## config.mk

```make
export PLATFORM = sky130hd
export DESIGN_NAME = ptmr_pair
export DESIGN_NICKNAME = d
export VERILOG_FILES = /design/src/ptmr_pkg.sv /design/src/ptmr_prescale.sv /design/src/ptmr_pair.sv
export SDC_FILE = /design/constraint.sdc
export NUM_CORES = 1
export LEC_CHECK = 0
export BUFFER_PORTS_ARGS = -buffer_cell sky130_fd_sc_hd__buf_2
export CORE_MARGIN = 4
export CORE_UTILIZATION = 50
export DETAILED_ROUTE_END_ITERATION = 8
export HOLD_SLACK_MARGIN = 0.02
export PLACE_DENSITY = 0.83
export SYNTH_ARGS = -nofsm -noshare
export SYNTH_HDL_FRONTEND = slang
export SYNTH_SLANG_ARGS = --single-unit
```

## constraint.sdc

```tcl
create_clock -name sys_clk_i -period 3 [get_ports sys_clk_i]
set_clock_uncertainty 0.15 [all_clocks]
set_input_delay 0.9 -clock sys_clk_i [delete_from_list [all_inputs] [get_ports sys_clk_i]]
set_output_delay 0.9 -clock sys_clk_i [all_outputs]
set_load 0.02 [all_outputs]
```

## src/ptmr_pkg.sv

```systemverilog
package ptmr_pkg;

  // Timer word width
  localparam int CNT_W = 16;

  // Control word field positions
  localparam int CTL_W            = 16;
  localparam int BIT_CLK_SRC      = 1;
  localparam int BIT_COMBINE      = 3;
  localparam int BIT_PRE_LO       = 4;
  localparam int BIT_PRE_HI       = 5;
  localparam int BIT_GATE         = 6;
  localparam int BIT_HALT_IDLE    = 13;
  localparam int BIT_ON           = 15;

  // Prescale divide factors per ratio code
  localparam int PRE_DIV_0 = 1;
  localparam int PRE_DIV_1 = 8;
  localparam int PRE_DIV_2 = 64;
  localparam int PRE_DIV_3 = 256;
  localparam int PRE_W     = 8;

  // Reset values
  localparam logic [CNT_W-1:0] CNT_RST = 16'h0000;
  localparam logic [PRE_W-1:0] PRE_RST = 8'h00;

  // Priority code that disables a source
  localparam logic [2:0] PRIO_OFF = 3'h0;

  // Operating modes
  typedef enum logic [1:0] {
    PTMR_MODE_TIMER,
    PTMR_MODE_GATED,
    PTMR_MODE_COUNTER
  } ptmr_mode_t;

endpackage

```

## src/ptmr_prescale.sv

```systemverilog
`timescale 1ns/10ps
// Divides a stream of input ticks by the selected ratio
module ptmr_prescale (
  // Clock and reset
  input  wire logic       sys_clk_i,
  input  wire logic       rst_n_i,
  // Control
  input  wire logic       run_i,
  input  wire logic [1:0] ratio_i,
  // Ticks
  input  wire logic       tick_i,
  output logic            tick_o
);

  logic [ptmr_pkg::PRE_W-1:0] cnt_reg;
  logic [ptmr_pkg::PRE_W-1:0] cnt_next;
  logic [ptmr_pkg::PRE_W-1:0] last_w;
  logic                       wrap_w;

  // Terminal prescale count per ratio code
  assign last_w = (ratio_i == 2'h0) ? ptmr_pkg::PRE_W'(ptmr_pkg::PRE_DIV_0 - 1)
                : (ratio_i == 2'h1) ? ptmr_pkg::PRE_W'(ptmr_pkg::PRE_DIV_1 - 1)
                : (ratio_i == 2'h2) ? ptmr_pkg::PRE_W'(ptmr_pkg::PRE_DIV_2 - 1)
                :                     ptmr_pkg::PRE_W'(ptmr_pkg::PRE_DIV_3 - 1);
  assign wrap_w = tick_i && (cnt_reg == last_w);
  assign tick_o = run_i && wrap_w;

  // Cleared while stopped so a restart begins a full period
  assign cnt_next = !run_i ? ptmr_pkg::PRE_RST
                  : wrap_w ? ptmr_pkg::PRE_RST
                  : tick_i ? cnt_reg + 8'h01
                  : cnt_reg;

  always_ff @(posedge sys_clk_i) begin
    if (!rst_n_i) begin
      cnt_reg <= ptmr_pkg::PRE_RST;
    end else begin
      cnt_reg <= cnt_next;
    end
  end

endmodule

```

## src/ptmr_pair.sv

```systemverilog
`timescale 1ns/10ps
// Function
// Each timer runs as plain timer, gated timer or synchronous counter.
// Timer and gated modes count the instruction-cycle clock.
// Counter mode counts rising edges of the timer's own count pin.
// Clock source at control bit 1, gate enable at control bit 6.
// Source 0 gate 0 timer, gate 1 gated, source 1 counter.
// Software clears the combine bit for separate 16-bit use.
// Two-bit prescale ratio per timer, set before turning on.
// Writable 16-bit period per timer, loaded before turning on.
// Interrupt enable and three-bit priority per timer.
// Software sets the on bit only after all other setup.
// Only the first pair may raise DMA triggers.
// Combine bit 3 of the lower control word forms 32 bits.
// Upper timer holds high word, lower holds low word.
// In 32-bit mode only lower controls count, except upper idle halt.
// 32-bit mode uses upper interrupt enable, flag and priority.
// Pairs are lower-numbered low word with next higher high word.
// 32-bit timer supports the same three modes.
// 32-bit period splits high word upper, low word lower.
// Count increments per prescaled tick, wraps to zero after period.
// Gated mode counts only while gate input is high.
module ptmr_pair #(
  parameter bit DMA_CAPABLE = 1'b1
) (
  // Clock and reset
  input  wire logic        sys_clk_i,
  input  wire logic        rst_n_i,
  // Core idle state
  input  wire logic        idle_mode_i,
  // Lower timer control and period
  input  wire logic [15:0] ctl_lo_i,
  input  wire logic [15:0] period_value_lo_i,
  input  wire logic        period_irq_enable_lo_i,
  input  wire logic [2:0]  period_irq_priority_lo_i,
  input  wire logic        irq_flag_clear_lo_i,
  // Upper timer control and period
  input  wire logic [15:0] ctl_hi_i,
  input  wire logic [15:0] period_value_hi_i,
  input  wire logic        period_irq_enable_hi_i,
  input  wire logic [2:0]  period_irq_priority_hi_i,
  input  wire logic        irq_flag_clear_hi_i,
  // External count and gate pins
  input  wire logic        external_count_pin_lo_i,
  input  wire logic        external_count_pin_hi_i,
  // Count values
  output logic [15:0]      count_lo_o,
  output logic [15:0]      count_hi_o,
  // Interrupt status
  output logic             irq_flag_lo_o,
  output logic             irq_flag_hi_o,
  output logic             irq_req_lo_o,
  output logic             irq_req_hi_o,
  output logic [2:0]       irq_priority_lo_o,
  output logic [2:0]       irq_priority_hi_o,
  // DMA triggers
  output logic             dma_trigger_lo_o,
  output logic             dma_trigger_hi_o
);

  // Pin synchronisers and edge history
  logic [1:0] pin_lo_sync_reg;
  logic [1:0] pin_hi_sync_reg;
  logic       pin_lo_prev_reg;
  logic       pin_hi_prev_reg;

  // Count, flag and output state
  logic [15:0] cnt_lo_reg;
  logic [15:0] cnt_lo_next;
  logic [15:0] cnt_hi_reg;
  logic [15:0] cnt_hi_next;
  logic        flag_lo_reg;
  logic        flag_lo_next;
  logic        flag_hi_reg;
  logic        flag_hi_next;
  logic        req_lo_reg;
  logic        req_hi_reg;
  logic [2:0]  prio_lo_reg;
  logic [2:0]  prio_hi_reg;
  logic        dma_lo_reg;
  logic        dma_hi_reg;

  // Control word decode
  logic       src_lo_w;
  logic       gate_lo_w;
  logic       on_lo_w;
  logic       halt_lo_w;
  logic [1:0] pre_lo_w;
  logic       src_hi_w;
  logic       gate_hi_w;
  logic       on_hi_w;
  logic       halt_hi_w;
  logic [1:0] pre_hi_w;
  logic       wide_w;

  assign src_lo_w  = ctl_lo_i[ptmr_pkg::BIT_CLK_SRC];
  assign gate_lo_w = ctl_lo_i[ptmr_pkg::BIT_GATE];
  assign on_lo_w   = ctl_lo_i[ptmr_pkg::BIT_ON];
  assign halt_lo_w = ctl_lo_i[ptmr_pkg::BIT_HALT_IDLE];
  assign pre_lo_w  = ctl_lo_i[ptmr_pkg::BIT_PRE_HI:ptmr_pkg::BIT_PRE_LO];
  assign src_hi_w  = ctl_hi_i[ptmr_pkg::BIT_CLK_SRC];
  assign gate_hi_w = ctl_hi_i[ptmr_pkg::BIT_GATE];
  assign on_hi_w   = ctl_hi_i[ptmr_pkg::BIT_ON];
  assign halt_hi_w = ctl_hi_i[ptmr_pkg::BIT_HALT_IDLE];
  assign pre_hi_w  = ctl_hi_i[ptmr_pkg::BIT_PRE_HI:ptmr_pkg::BIT_PRE_LO];
  assign wide_w    = ctl_lo_i[ptmr_pkg::BIT_COMBINE];

  // Mode decode, gate ignored when source selects the pin
  ptmr_pkg::ptmr_mode_t mode_lo_w;
  ptmr_pkg::ptmr_mode_t mode_hi_w;
  assign mode_lo_w = src_lo_w  ? ptmr_pkg::PTMR_MODE_COUNTER
                   : gate_lo_w ? ptmr_pkg::PTMR_MODE_GATED
                   :             ptmr_pkg::PTMR_MODE_TIMER;
  assign mode_hi_w = src_hi_w  ? ptmr_pkg::PTMR_MODE_COUNTER
                   : gate_hi_w ? ptmr_pkg::PTMR_MODE_GATED
                   :             ptmr_pkg::PTMR_MODE_TIMER;

  // Synchronised pin levels and rising edges
  logic pin_lo_w;
  logic pin_hi_w;
  logic rise_lo_w;
  logic rise_hi_w;
  assign pin_lo_w  = pin_lo_sync_reg[1];
  assign pin_hi_w  = pin_hi_sync_reg[1];
  assign rise_lo_w = pin_lo_w && !pin_lo_prev_reg;
  assign rise_hi_w = pin_hi_w && !pin_hi_prev_reg;

  // Raw input ticks per mode
  logic raw_lo_w;
  logic raw_hi_w;
  always_comb begin
    unique case (mode_lo_w)
      ptmr_pkg::PTMR_MODE_TIMER:   raw_lo_w = 1'b1;
      ptmr_pkg::PTMR_MODE_GATED:   raw_lo_w = pin_lo_w;
      ptmr_pkg::PTMR_MODE_COUNTER: raw_lo_w = rise_lo_w;
      default:                     raw_lo_w = 1'b0;
    endcase
  end

  always_comb begin
    unique case (mode_hi_w)
      ptmr_pkg::PTMR_MODE_TIMER:   raw_hi_w = 1'b1;
      ptmr_pkg::PTMR_MODE_GATED:   raw_hi_w = pin_hi_w;
      ptmr_pkg::PTMR_MODE_COUNTER: raw_hi_w = rise_hi_w;
      default:                     raw_hi_w = 1'b0;
    endcase
  end

  // Run enables; in wide mode upper keeps only its idle halt
  logic run_lo_w;
  logic run_hi_w;
  logic run_wide_w;
  assign run_wide_w = on_lo_w && !(idle_mode_i && halt_hi_w);
  assign run_lo_w   = wide_w ? run_wide_w
                    : on_lo_w && !(idle_mode_i && halt_lo_w);
  assign run_hi_w   = !wide_w && on_hi_w && !(idle_mode_i && halt_hi_w);

  // Prescalers, one per timer; lower drives the wide timer
  logic tick_lo_w;
  logic tick_hi_w;
  ptmr_prescale u_pre_lo (
    .sys_clk_i (sys_clk_i),
    .rst_n_i   (rst_n_i),
    .run_i     (run_lo_w),
    .ratio_i   (pre_lo_w),
    .tick_i    (raw_lo_w),
    .tick_o    (tick_lo_w)
  );
  ptmr_prescale u_pre_hi (
    .sys_clk_i (sys_clk_i),
    .rst_n_i   (rst_n_i),
    .run_i     (run_hi_w),
    .ratio_i   (pre_hi_w),
    .tick_i    (raw_hi_w),
    .tick_o    (tick_hi_w)
  );

  // Period matches, separate and combined
  logic [31:0] cnt_wide_w;
  logic [31:0] per_wide_w;
  logic        match_lo_w;
  logic        match_hi_w;
  logic        match_wide_w;
  assign cnt_wide_w   = {cnt_hi_reg, cnt_lo_reg};
  assign per_wide_w   = {period_value_hi_i, period_value_lo_i};
  assign match_lo_w   = cnt_lo_reg == period_value_lo_i;
  assign match_hi_w   = cnt_hi_reg == period_value_hi_i;
  assign match_wide_w = cnt_wide_w == per_wide_w;

  // Period events per timer
  logic evt_lo_w;
  logic evt_hi_w;
  logic evt_wide_w;
  assign evt_wide_w = wide_w && tick_lo_w && match_wide_w;
  assign evt_lo_w   = !wide_w && tick_lo_w && match_lo_w;
  assign evt_hi_w   = (!wide_w && tick_hi_w && match_hi_w) || evt_wide_w;

  // Next count values
  logic [31:0] inc_wide_w;
  assign inc_wide_w = match_wide_w ? 32'h0000_0000 : cnt_wide_w + 32'h1;
  always_comb begin
    cnt_lo_next = cnt_lo_reg;
    cnt_hi_next = cnt_hi_reg;
    if (wide_w) begin
      if (tick_lo_w) begin
        cnt_lo_next = inc_wide_w[15:0];
        cnt_hi_next = inc_wide_w[31:16];
      end
    end else begin
      if (tick_lo_w) begin
        cnt_lo_next = match_lo_w ? ptmr_pkg::CNT_RST
                                 : cnt_lo_reg + 16'h0001;
      end
      if (tick_hi_w) begin
        cnt_hi_next = match_hi_w ? ptmr_pkg::CNT_RST
                                 : cnt_hi_reg + 16'h0001;
      end
    end
  end

  // Flags: a new event beats a clear in the same cycle
  assign flag_lo_next = evt_lo_w || (flag_lo_reg && !irq_flag_clear_lo_i);
  assign flag_hi_next = evt_hi_w || (flag_hi_reg && !irq_flag_clear_hi_i);

  // Requests gated by enable and nonzero priority
  logic req_lo_next;
  logic req_hi_next;
  assign req_lo_next = !wide_w && flag_lo_next
                     && period_irq_enable_lo_i
                     && (period_irq_priority_lo_i != ptmr_pkg::PRIO_OFF);
  assign req_hi_next = flag_hi_next
                     && period_irq_enable_hi_i
                     && (period_irq_priority_hi_i != ptmr_pkg::PRIO_OFF);

  // Pin synchronisers
  always_ff @(posedge sys_clk_i) begin
    if (!rst_n_i) begin
      pin_lo_sync_reg <= 2'h0;
      pin_hi_sync_reg <= 2'h0;
      pin_lo_prev_reg <= 1'b0;
      pin_hi_prev_reg <= 1'b0;
    end else begin
      pin_lo_sync_reg <= {pin_lo_sync_reg[0], external_count_pin_lo_i};
      pin_hi_sync_reg <= {pin_hi_sync_reg[0], external_count_pin_hi_i};
      pin_lo_prev_reg <= pin_lo_w;
      pin_hi_prev_reg <= pin_hi_w;
    end
  end

  // Counts and flags
  always_ff @(posedge sys_clk_i) begin
    if (!rst_n_i) begin
      cnt_lo_reg  <= ptmr_pkg::CNT_RST;
      cnt_hi_reg  <= ptmr_pkg::CNT_RST;
      flag_lo_reg <= 1'b0;
      flag_hi_reg <= 1'b0;
    end else begin
      cnt_lo_reg  <= cnt_lo_next;
      cnt_hi_reg  <= cnt_hi_next;
      flag_lo_reg <= flag_lo_next;
      flag_hi_reg <= flag_hi_next;
    end
  end

  // Interrupt and DMA outputs
  always_ff @(posedge sys_clk_i) begin
    if (!rst_n_i) begin
      req_lo_reg  <= 1'b0;
      req_hi_reg  <= 1'b0;
      prio_lo_reg <= ptmr_pkg::PRIO_OFF;
      prio_hi_reg <= ptmr_pkg::PRIO_OFF;
      dma_lo_reg  <= 1'b0;
      dma_hi_reg  <= 1'b0;
    end else begin
      req_lo_reg  <= req_lo_next;
      req_hi_reg  <= req_hi_next;
      prio_lo_reg <= period_irq_priority_lo_i;
      prio_hi_reg <= period_irq_priority_hi_i;
      dma_lo_reg  <= DMA_CAPABLE && evt_lo_w;
      dma_hi_reg  <= DMA_CAPABLE && evt_hi_w;
    end
  end

  // Output drive
  assign count_lo_o        = cnt_lo_reg;
  assign count_hi_o        = cnt_hi_reg;
  assign irq_flag_lo_o     = flag_lo_reg;
  assign irq_flag_hi_o     = flag_hi_reg;
  assign irq_req_lo_o      = req_lo_reg;
  assign irq_req_hi_o      = req_hi_reg;
  assign irq_priority_lo_o = prio_lo_reg;
  assign irq_priority_hi_o = prio_hi_reg;
  assign dma_trigger_lo_o  = dma_lo_reg;
  assign dma_trigger_hi_o  = dma_hi_reg;

endmodule

```

==> metrics.md, run 1 <==
| Metric | Value |
|---|---|
| Cts hold-fix bufs | 0 |
| H-tree Lvls | 3 |
| Detailed Route Iter0 Violations | 192 |
| Area of all placed cells without fillers | 0.00437 mm^2 |
| Most frequent standard cell in the layout excluding fill and tap cells | buf_2 |
| Number of enable flip-flop cells after synthesis | 0 |
| Share of post-route cells with drive strength above 1 | 0.272 |
| Max-slew headroom | 0.738 |
| Number of top-level pins | 123 |
| Post-CTS clock slew at the launch and capture registers of the worst setup and hold paths | 0.06 ns |
| Post-Synthesis Net Count | 486 |
| Highest fanout seen on the critical path | 10 |
| Number of optimization iterations in the first detailed-route pass | 4 |
| Highest attainable clock frequency | 359 MHz |
| Post-CTS setup repair buffer count | 0 |
| Die Height | roughly 90 um |
| Congestion Overflow GR | 0 |
| Area contributors post-synth | dfxtp_1 38%, xor2_1 13%, nor2_1 5.2% |
| Cell area after placement | 0.00419 mm^2 |
| Number of register bits inferred by synthesis | 66 |
| Category of the worst setup path launch point | primary input |
| Maximum VDD drop | 0.264 mV |
| Class of the most critical hold timing path | reg -> reg |
| Overall fraction of global-route tracks in use | 0.220 |
| Placed insts | approximately 590 |
| Synth async-reset ratio | 0 |
| Path type of the worst setup path | in -> reg |
| Time the final worst path needs with I/O delays and setup | 2.79 ns |
| Placed wire-length estimate after detailed placement | 6.68 mm |
| Least setup slack across all paths after layout | approximately 0.21 ns |
| Buffers on Ports | between 100 and 150 |
| Number of max-slew violations in the final report | 0 |
| Final non-filler cell total | just over 600 |
| Number of rows created at floorplan | 30 |
| Effective utilization at floorplan | 0.515 |
| Register area | 0.00132 mm^2 |
| TritonCTS clock tree | done |
| Nature of the critical path endpoint | register |
| Share of the clock period used by the worst path | 0.929 |
| Die outline area | 0.00835 mm^2 |
| Number of instances in the synthesized netlist | between 400 and 500 |
| Utilization after layout | 0.647 |
| CTS Buffer Depth | 2 |
| Wire length reported by the detailed router | slightly below 9 mm |
| Number of cells on the worst reg-to-reg path | 8 |
| Setup slack of the most critical reg-to-reg path | 0.46 ns |
| CTS Buf Count | 9 |
| Post-detailed-route DRC marker count | 0 |
| Count of nets after finishing | 605 |
| Core outline area | 0.00676 mm^2 |
| Worst path slowest cell | and4b_1 |
| R2R Path Start | u_pre_lo.cnt_reg[4] |
| Commonest non-fill, non-tap cells in the layout | 103 x buf_2, 66 x dfxtp_1, 51 x xor2_1, 48 x nor2_1, 31 x nand2_1 |
| YS warnings | 0 |
| Required time of the critical path | roughly 3.1 ns |
| Vias | 3403 |
| Yosys top cell area share | 0.380 |
| Remaining antenna violation count | 0 |
| Final estimated routing congestion in global placement | around 0.86 |
| Count of different cell masters after synthesis | between 50 and 60 |
| Cell chain of the critical path | buf_2 > or3_1 > a221oi_1 > and4b_1 > a31oi_4 > buf_4 > nor4_1 > o22ai_1 > nor2_1 |
| Area used by multi-input combinational logic | 0.00207 mm^2 |
| Signed area change from the synthesized netlist to the final layout | 25.8% |
| Number of fill cells in the layout | 577 |
| Detail-routed via count per cell | about 5.6 |
| Main flop type after synthesis | dfxtp_1 |
| Maximum number of pins on one net before global-route repair | 27 |
| First-pass GRT wire length | between 15 and 20 mm |
| Hold Path Origin | pin_lo_sync_reg[0] |
| Initial antenna violation count | 0 |
| Cells resized by post-CTS repair | 0 |
| Cell depth of the worst min-delay path | 1 |
| Ant. Diodes | 0 |
| Syn_area_per_cell | 8.63 um^2 |
| Finish-stage setup viols | 0 |
| Setup repair after global routing missed its margin | no |
| Minimum setup slack after placement | -0.133 ns |
| Smallest hold slack | approximately 0.28 ns |
| Final total negative setup slack | 0 ns |
| Peak per-stage delay on the critical path | 0.39 ns |
| Netlist area before placement | 0.00348 mm^2 |
| LEAKAGE | 1.97 nW |
| Routed len/inst | 14.6 um |
| Final hold violation count | 0 |
| Total clock sinks | 66 |
| Source-to-sink clock delay at the later pin of the worst-skew pair | 0.34 ns |
| Crit path DAT | 2.91 ns |
| Pin slew with the least headroom to its limit | 0.390 ns |
| Number of global-route vias before repair | about 3400 |
| Outcome | finished clean |
| Areal power density over the cells | 402 mW/mm^2 |
| Critical R2R Capture | count_hi_o[11] |
| Dominant cell type by area after synthesis | dfxtp_1 |
| Endpoint of the worst hold-timing path | pin_lo_sync_reg[1] |
| Die span in x | 91.4 um |
| Post-synthesis sequential area ratio | 0.380 |
| Cell at the root of the clock tree | clkbuf_8 |
| Total power | 1.76 mW |
| Reported max-cap violation count | 0 |
[logic make-up after synthesis]
logic type,synth area share
AOI/OAI and AO/OA,0.161
muxes,0.00900
and+or+nand+nor,0.258
DFF,0.380
adders and majority gates,0.0144
xor gates and xnor gates,0.151
buffers and inverters,0.0259
[routing by layer]
layer	global-route usage	share of wire	routed length [um]	vias up
met1	0.277	0.43	3780	1561
met3	0.0729	0.082	724	14
li1	-	-	-	1686
met5	0	0	0	-
met2	0.356	0.48	4210	142
met4	0.0628	0.013	118	0
[power breakdown]
group	internal (mW)	switching [mW]
logic	0.0726	0.0793
clock network	0.400	0.317
registers	0.885	0.00412
[cell type report]
cell class | count | area share
timing repair buffer | 122 | 0.153
tap | 80 | 0.0229
inverter | 8 | 0.00687
clock inverter | 3 | 0.00916
sequential | 66 | 0.302
clock buffer | 12 | 0.0332
multi-input combinational | 315 | 0.472
[worst max-delay path by stage]
stage,start,endpoint,slack (ns),cells after the start
after floorplan,period_value_lo_i[4],count_hi_o[7],0.13,8
after global placement,ctl_lo_i[5],count_hi_o[11],-0.1,9
after detailed placement,ctl_lo_i[5],count_hi_o[11],-0.13,9
after CTS,ctl_lo_i[5],count_hi_o[11],0.23,9
after global routing,ctl_lo_i[5],count_hi_o[11],0.04,9
final,ctl_lo_i[5],count_hi_o[11],0.21,9
[Yosys cell counts (all sizes together) (2+ instances only)]
cell type	number
a41oi	6
o31ai	5
clkbuf	10
and2	16
ha	4
o21ai	11
a2bb2oi	2
and3	12
or3	5
o21bai	2
nor2	48
a21oi	18
xnor2	9
nor2b	2
mux2i	2
nand2	31
nor3	6
o21a	2
xor2	51
inv	7
dfxtp	66
nand3	15
nand4	14
buf	4
and4	9
o211ai	5
nor4	11
a31oi	10
a31o	2
[critical path, delay by kind of cell]
family	cells	cell delay, ns
simple gates	4	1.08
compound gates	3	0.60
buf+inv	2	0.32
(Power assumes the default switching activity.)
==> run 2: changes to the inputs <==
Settings changed: BUFFER_PORTS_ARGS -buffer_cell sky130_fd_sc_hd__buf_2 to default, CORE_UTILIZATION 50 to 60, DONT_BUFFER_PORTS from default to 1, PLACE_DENSITY 0.83 to 0.79, SLEW_MARGIN from default to 20.
==> metrics.md, run 2 (synthesized netlist as in run 1, its figures left out) <==
| Metric | Value |
|---|---|
| Outcome | finished clean (unchanged) |
| Reported max-cap violation count | 0 (unchanged) |
| Setup repair after global routing missed its margin | no (unchanged) |
| Uppermost routed layer | met4 (unchanged) |
| Die Height | 84.1 um (was 91.4 um) |
| Placed wire-length estimate after detailed placement | 6.49 mm (was 6.68 mm) |
| Maximum number of pins on one net before global-route repair | 28 (was 27) |
| Highest attainable clock frequency | 376 MHz (was 359 MHz) |
| Detailed Route Iter0 Violations | 143 (was 192) |
| Number of top-level pins | 123 (unchanged) |
| Commonest non-fill, non-tap cells in the layout | 66 x dfxtp_1, 51 x xor2_1, 48 x nor2_1, 31 x nand2_1, 29 x buf_4 (was 103 x buf_2, 66 x dfxtp_1, 51 x xor2_1, 48 x nor2_1, 31 x nand2_1) |
| Class of the most critical hold timing path | reg -> reg (unchanged) |
| Number of buffers and inverters on the critical path | 1 (was 2) |
| Overall fraction of global-route tracks in use | 0.238 (was 0.220) |
| Areal power density over the cells | 426 mW/mm^2 (was 402 mW/mm^2) |
| Cell family with most CP delay | simple AND/OR/NAND/NOR gates (unchanged) |
| Finish-stage setup viols | 0 (unchanged) |
| CTS Buf Count | 9 (unchanged) |
| Number of max-slew violations in the final report | 0 (unchanged) |
| Pin slew with the least headroom to its limit | 0.423 ns (was 0.390 ns) |
| Utilization after layout | 0.705 (was 0.647) |
| First-pass GRT wire length | 13.9 mm (was 15.2 mm) |
| Highest fanout seen on the critical path | 8 (was 10) |
| Routed len/inst | 16.9 um (was 14.6 um) |
| LEAKAGE | 1.56 nW (was 1.97 nW) |
| CTS Buffer Depth | 2 (unchanged) |
| Share of post-route cells with drive strength above 1 | 0.120 (was 0.272) |
| Count of nets after finishing | 513 (was 605) |
| Minimum setup slack after placement | -0.0148 ns (was -0.133 ns) |
| Peak per-stage delay on the critical path | 0.35 ns (was 0.39 ns) |
| Wl on met1 | 3.51 mm (was 3.78 mm) |
| Signed area change from the synthesized netlist to the final layout | 13.0% (was 25.8%) |
| Die span in x | 84.1 um (was 91.4 um) |
| Buffers on Ports | 0 (was 103) |
| Category of the worst setup path launch point | primary input (unchanged) |
| Cts hold-fix bufs | 0 (unchanged) |
| Number of global-route vias before repair | 3026 (was 3360) |
| Final non-filler cell total | 507 (was 606) |
| Post-CTS clock slew at the launch and capture registers of the worst setup and hold paths | 0.07 ns (was 0.06 ns) |
| Worst path slowest cell | and4b_1 (unchanged) |
| TritonCTS clock tree | done (unchanged) |
| Least setup slack across all paths after layout | 0.338 ns (was 0.213 ns) |
| Ant. Diodes | 0 (unchanged) |
| Final estimated routing congestion in global placement | 0.893 (was 0.861) |
| Max-slew headroom | 0.718 (was 0.738) |
| Wire length reported by the detailed router | 8.59 mm (was 8.83 mm) |
| Core outline area | 0.00557 mm^2 (was 0.00676 mm^2) |
| Remaining antenna violation count | 0 (unchanged) |
| Cells resized by post-CTS repair | 0 (unchanged) |
| Detail-routed via count per cell | 6.16 (was 5.62) |
| Nature of the critical path endpoint | register (unchanged) |
| Total clock sinks | 66 (unchanged) |
| Cell chain of the critical path | or3_1 > a221oi_1 > and4b_1 > a31oi_4 > buf_4 > nor4_1 > o22ai_1 > nor2_1 (was buf_2 > or3_1 > a221oi_1 > and4b_1 > a31oi_4 > buf_4 > nor4_1 > o22ai_1 > nor2_1) |
| Crit path DAT | 2.78 ns (was 2.91 ns) |
| Post-CTS setup repair buffer count | 0 (unchanged) |
| Number of rows created at floorplan | 27 (was 30) |
| Required time of the critical path | 3.12 ns (was 3.13 ns) |
| Source-to-sink clock delay at the later pin of the worst-skew pair | 0.34 ns (about the same) |
| Most frequent standard cell in the layout excluding fill and tap cells | dfxtp_1 (was buf_2) |
| Share of the clock period used by the worst path | 0.887 (was 0.929) |
| Maximum VDD drop | 0.345 mV (was 0.264 mV) |
| Vias | 3125 (was 3403) |
| Wire length on met3 | 698 um (was 724 um) |
| Cell at the root of the clock tree | clkbuf_8 (unchanged) |
| Initial antenna violation count | 0 (unchanged) |
| Path type of the worst setup path | in -> reg (unchanged) |
| Time the final worst path needs with I/O delays and setup | 2.66 ns (was 2.79 ns) |
| DR WL met2 | 4.25 mm (was 4.21 mm) |
| H-tree Lvls | 3 (unchanged) |
| Placed insts | 491 (was 591) |
| Congestion Overflow GR | 0 (unchanged) |
| Final hold violation count | 0 (unchanged) |
| Post-detailed-route DRC marker count | 0 (unchanged) |
| Number of optimization iterations in the first detailed-route pass | 4 (unchanged) |
| Effective utilization at floorplan | 0.624 (was 0.515) |
| Die outline area | 0.00708 mm^2 (was 0.00835 mm^2) |
run 2: cell types whose count changed in the layout (fill, tap and decap cells not counted), sizes merged:
cell | previous run | this run
buf | 122 | 30
bufinv | 1 | 0
clkbuf | 12 | 14
run 2: worst paths after layout:
path,start,to,slack (ns),depth (start not counted)
worst max register to register,count_lo_o[12],count_hi_o[6],0.47,9
worst min register to register,pin_lo_sync_reg[0],pin_lo_sync_reg[1],0.29,1
worst min-delay path,pin_lo_sync_reg[0],pin_lo_sync_reg[1],0.29,1
worst max-delay path,ctl_lo_i[5],count_hi_o[11],0.34,8
run 2: worst register-to-register path, cell delays in order, from the launching register on:
cell      delay (ns)
dfxtp_1         0.30
buf_4           0.17
xor2_1          0.16
nor4_1          0.38
nand4_1         0.25
buf_4           0.22
o21bai_1        0.33
a41oi_1         0.17
o211ai_1        0.20
o31ai_1         0.09
run 2: report_power, final:
part / internal [mW] / leakage [nW] / switching (mW)
sequential: 0.885 / 0.534 / 0.00981
clock: 0.366 / 0.0965 / 0.326
combinational: 0.0398 / 0.933 / 0.0456
run 2: stage by stage:
| step | hold WS, ns | setup TNS [ns] | power [mW] | area [um^2] |
|---|---|---|---|---|
| final | 0.292 | 0 | 1.67 | 3930 |
| after global routing | 0.297 | 0 | 1.72 | 3930 |
| after CTS | 0.294 | 0 | 1.68 | 3930 |
| after detailed placement | 0.274 | -0.0148 | 1.00 | 3740 |
| after global placement | 0.267 | 0 | 0.997 | 3740 |
| after floorplan | 0.262 | 0 | 0.981 | 3480 |
run 2: layer usage:
layer  vias to the layer above  GRT usage
li1                       1510          -
met1                      1453      0.281
met2                       149      0.421
met3                        13     0.0642
met4                         0     0.0687
met5                         -          0
run 2: cell type report:
| type | count | area, um^2 |
|---|---|---|
| Clock inverter | 2 | 10.0 |
| Inverter | 8 | 30.0 |
| Multi-Input combinational cell | 315 | 2070 |
| Sequential cell | 66 | 1320 |
| Fill cell | 468 | 1650 |
| Tap cell | 72 | 90.1 |
| Clock buffer | 14 | 173 |
| Timing Repair Buffer | 30 | 238 |
==> run 3: changes to the inputs <==
Settings changed: SETUP_SLACK_MARGIN from default to 0.5, SYNTH_HIERARCHICAL from default to 1.
==> metrics.md, run 3 <==
| Metric | Value |
|---|---|
| Outcome | finished clean (unchanged) |
| Peak per-stage delay on the critical path | 0.56 ns (was 0.35 ns) |
| Setup repair after global routing missed its margin | yes (was no) |
| Reported max-cap violation count | 0 (unchanged) |
| Worst path slowest cell | or4_4 (was and4b_1) |
| First-pass GRT wire length | 13.7 mm (was 13.9 mm) |
| Crit path DAT | 2.53 ns (was 2.78 ns) |
| Vias | 2951 (was 3125) |
| Utilization after layout | 0.749 (was 0.705) |
| Number of max-slew violations in the final report | 0 (unchanged) |
| Logic gate share of total power | 0.048 (was 0.051) |
| Count of nets after finishing | 490 (was 513) |
| Xor-xnor portion of the synthesized cell area | 0.161 (was 0.151) |
| YS warnings | 6 (was 0) |
| Final total negative setup slack | 0 ns (unchanged) |
| LEAKAGE | 1.51 nW (was 1.56 nW) |
| Number of fill cells in the layout | 400 (was 468) |
| Highest attainable clock frequency | 406 MHz (was 376 MHz) |
| Signed area change from the synthesized netlist to the final layout | 20.8% (was 13.0%) |
| Die outline area | 0.00700 mm^2 (was 0.00708 mm^2) |
| Most frequent standard cell in the layout excluding fill and tap cells | dfxtp_1 (unchanged) |
| Leading post-synthesis cells by instance count | 66 x dfxtp_1, 36 x xor2_1, 32 x nand2_1, 32 x nor2_1, 27 x xnor2_1 (was 66 x dfxtp_1, 51 x xor2_1, 48 x nor2_1) |
| Post-detailed-route DRC marker count | 0 (unchanged) |
| Maximum number of pins on one net before global-route repair | 24 (was 28) |
| Highest fanout seen on the critical path | 5 (was 8) |
| Areal power density over the cells | 457 mW/mm^2 (was 426 mW/mm^2) |
| Cell family with most CP delay | simple AND/OR/NAND/NOR gates (unchanged) |
| Flop pwr share | 0.471 (was 0.535) |
| CTS Buffer Depth | 2 (unchanged) |
| Area fraction in compound gates after synthesis | 0.119 (was 0.161) |
| Cell at the root of the clock tree | clkbuf_8 (unchanged) |
| Main combinational cell family by area after synthesis | simple AND/OR/NAND/NOR gates (unchanged) |
| Maximum VDD drop | 0.323 mV (was 0.345 mV) |
| Routed len/inst | 17.8 um (was 16.9 um) |
| Total clock sinks | 66 (unchanged) |
| Switching portion of total power | 0.211 (was 0.228) |
| Number of top-level pins | 123 (unchanged) |
| Detail-routed via count per cell | 6.11 (was 6.16) |
| Main flop type after synthesis | dfxtp_1 (unchanged) |
| Number of cells on the worst reg-to-reg path | 6 (was 9) |
| Congestion Overflow GR | 0 (unchanged) |
| Final estimated routing congestion in global placement | 0.893 (about the same) |
| Nature of the critical path endpoint | register (unchanged) |
| Die Height | 83.7 um (was 84.1 um) |
| Post-synthesis sequential area ratio | 0.385 (was 0.380) |
| Wire length reported by the detailed router | 8.60 mm (was 8.59 mm) |
| Post-CTS clock slew at the launch and capture registers of the worst setup and hold paths | 0.07 ns (about the same) |
| Core outline area | 0.00554 mm^2 (was 0.00557 mm^2) |
| Clk pwr share | 0.481 (was 0.414) |
| Switching Power | 401 uW (was 381 uW) |
| Number of instances in the synthesized netlist | 379 (was 403) |
| CTS Buf Count | 9 (unchanged) |
| Yosys top cell area share | 0.385 (was 0.380) |
| Number of register bits inferred by synthesis | 66 (unchanged) |
| Final non-filler cell total | 483 (was 507) |
| Detailed Route Iter0 Violations | 142 (was 143) |
| Most frequent cell after synthesis | dfxtp_1 (unchanged) |
| Share of cell area taken by muxes after synthesis | 0.0149 (was 0.00900) |
| Number of enable flip-flop cells after synthesis | 0 (unchanged) |
| Synth Area in Simple Gates | 0.279 (was 0.258) |
| Pin slew with the least headroom to its limit | 0.512 ns (was 0.423 ns) |
| Number of optimization iterations in the first detailed-route pass | 4 (unchanged) |
| Number of buffers and inverters on the critical path | 0 (was 1) |
| Area used by multi-input combinational logic | 0.00226 mm^2 (was 0.00207 mm^2) |
| Die span in x | 83.7 um (was 84.1 um) |
| Dominant cell type by area after synthesis | dfxtp_1 (unchanged) |
| Number of global-route vias before repair | 2901 (was 3026) |
| Worst path depth | 6 (was 8) |
| Netlist area before placement | 0.00344 mm^2 (was 0.00348 mm^2) |
| Required time of the critical path | 3.06 ns (was 3.12 ns) |
| TritonCTS clock tree | done (unchanged) |
| Cell depth of the worst min-delay path | 1 (unchanged) |
| H-tree Lvls | 3 (unchanged) |
| Share of synthesized cell area in full adder, half adder and majority cells | 0.0146 (was 0.0144) |
| Register area | 0.00133 mm^2 (was 0.00132 mm^2) |
| Share of post-route cells with drive strength above 1 | 0.243 (was 0.120) |
| Effective utilization at floorplan | 0.620 (was 0.624) |
| Commonest non-fill, non-tap cells in the layout | 62 x dfxtp_1, 36 x xor2_1, 31 x nand2_1, 28 x nor2_1 (was 66 x dfxtp_1, 51 x xor2_1, 48 x nor2_1, 31 x nand2_1, 29 x buf_4) |
| Buffers on Ports | 0 (unchanged) |
| Overall fraction of global-route tracks in use | 0.241 (was 0.238) |
| Placed insts | 461 (was 491) |
| Remaining antenna violation count | 0 (unchanged) |
| Ant. Diodes | 0 (unchanged) |
| Placed wire-length estimate after detailed placement | 6.09 mm (was 6.49 mm) |
| Category of the worst setup path launch point | primary input (unchanged) |
| Source-to-sink clock delay at the later pin of the worst-skew pair | 0.35 ns (was 0.34 ns) |
| Cell chain of the critical path | xnor2_1 > nand4_1 > or4_4 > o21ai_1 > nor2b_2 > a311oi_2 (was or3_1 > a221oi_1 > and4b_1 > a31oi_4 > buf_4 > nor4_1 > o22ai_1 > nor2_1) |
| Final hold violation count | 0 (unchanged) |
| Power Internal | 1.50 mW (was 1.29 mW) |
| Number of rows created at floorplan | 27 (unchanged) |
| Class of the most critical hold timing path | reg -> reg (unchanged) |
| Count of different cell masters after synthesis | 52 (was 51) |
| Finish-stage setup viols | 0 (unchanged) |
| Syn_area_per_cell | 9.07 um^2 (was 8.63 um^2) |
| Path type of the worst setup path | in -> reg (unchanged) |
| Synth async-reset ratio | 0 (unchanged) |
| Initial antenna violation count | 0 (unchanged) |
| Share of the clock period used by the worst path | 0.821 (was 0.887) |
| Area contributors post-synth | dfxtp_1 38%, xor2_1 9.2%, xnor2_1 6.9% (was dfxtp_1 38%, xor2_1 13%, nor2_1 5.2%) |
| Post-Synthesis Net Count | 462 (was 486) |
| Time the final worst path needs with I/O delays and setup | 2.46 ns (was 2.66 ns) |
| Max-slew headroom | 0.655 (was 0.718) |
[run 3: cell count changes after synthesis, sizes merged, moves of 6 or more]
cell / delta
a211oi: +6
a31oi: -7
nor3: +18
xnor2: +18
xor2: -15
nor2: -14
clkbuf: -7
[run 3: worst paths after layout]
path / slack [ns] / startpoint / to
max: 0.54 / period_value_hi_i[12] / count_hi_o[10]
min: 0.29 / pin_hi_sync_reg[0] / pin_hi_sync_reg[1]
max reg2reg: 0.60 / count_hi_o[14] / count_hi_o[10]
min reg2reg: 0.29 / pin_hi_sync_reg[0] / pin_hi_sync_reg[1]
[run 3: kinds of logic (layout without fill, tap and decap cells)]
logic type,Yosys count,after routing
multiplexers,5,5
adder cells (fa/ha/maj),4,4
flip-flops,66,66
AND/OR/NAND/NOR,173,173
XOR/XNOR,63,63
buffers and inverters,16,48
AO/OA/AOI/OAI,52,52
[run 3: power by group through the flow]
stage | Sequential [mW] | Combinational (mW) | Clock [mW]
2_1_floorplan | 0.914 | 0.0787 | 0
3_3_place_gp | 0.914 | 0.0818 | 0
3_5_place_dp | 0.915 | 0.0839 | 0
4_1_cts | 0.894 | 0.0866 | 0.920
5_1_grt | 0.894 | 0.0968 | 0.954
6_report | 0.894 | 0.0907 | 0.912
[run 3: final cells by class]
cell class                      count  share of cell area
Multi-Input combinational cell    297               0.544
Sequential cell                    66               0.320
Timing Repair Buffer               28              0.0525
Clock buffer                       10              0.0332
Clock inverter                      5              0.0247
Tap cell                           72              0.0217
Inverter                            5             0.00452
[run 3: stage by stage]
stage / setup slack (ns) / instance area, um^2 / power (mW) / hold slack (ns)
after CTS: 0.507 / 4030 / 1.90 / 0.304
after global routing: 0.412 / 4150 / 1.95 / 0.310
after global placement: 0.104 / 3740 / 0.996 / 0.268
after detailed placement: 0.0681 / 3740 / 0.999 / 0.282
after floorplan: 0.139 / 3570 / 0.992 / 0.262
final: 0.537 / 4150 / 1.90 / 0.295
[run 3: worst register-to-register path: stages (launching register included)]
cell      delay [ns]
dfxtp_1         0.56
xnor2_1         0.16
nand4_1         0.14
or4_4           0.60
o21ai_1         0.26
nor2b_2         0.26
a311oi_2        0.13
[run 3: timing repair]
action | CTS | global route
pin swaps | 5 | 8
hold buffers | 0 | 0
setup endpoints to repair | 7 | 27
setup buffers | 3 | 4
gates resized for setup | 6 | 22
[run 3: routing by layer]
layer | track usage | wire length [um]
met2 | 0.369 | 4080
met5 | 0 | 0
met3 | 0.0740 | 634
met4 | 0.129 | 247
met1 | 0.301 | 3640
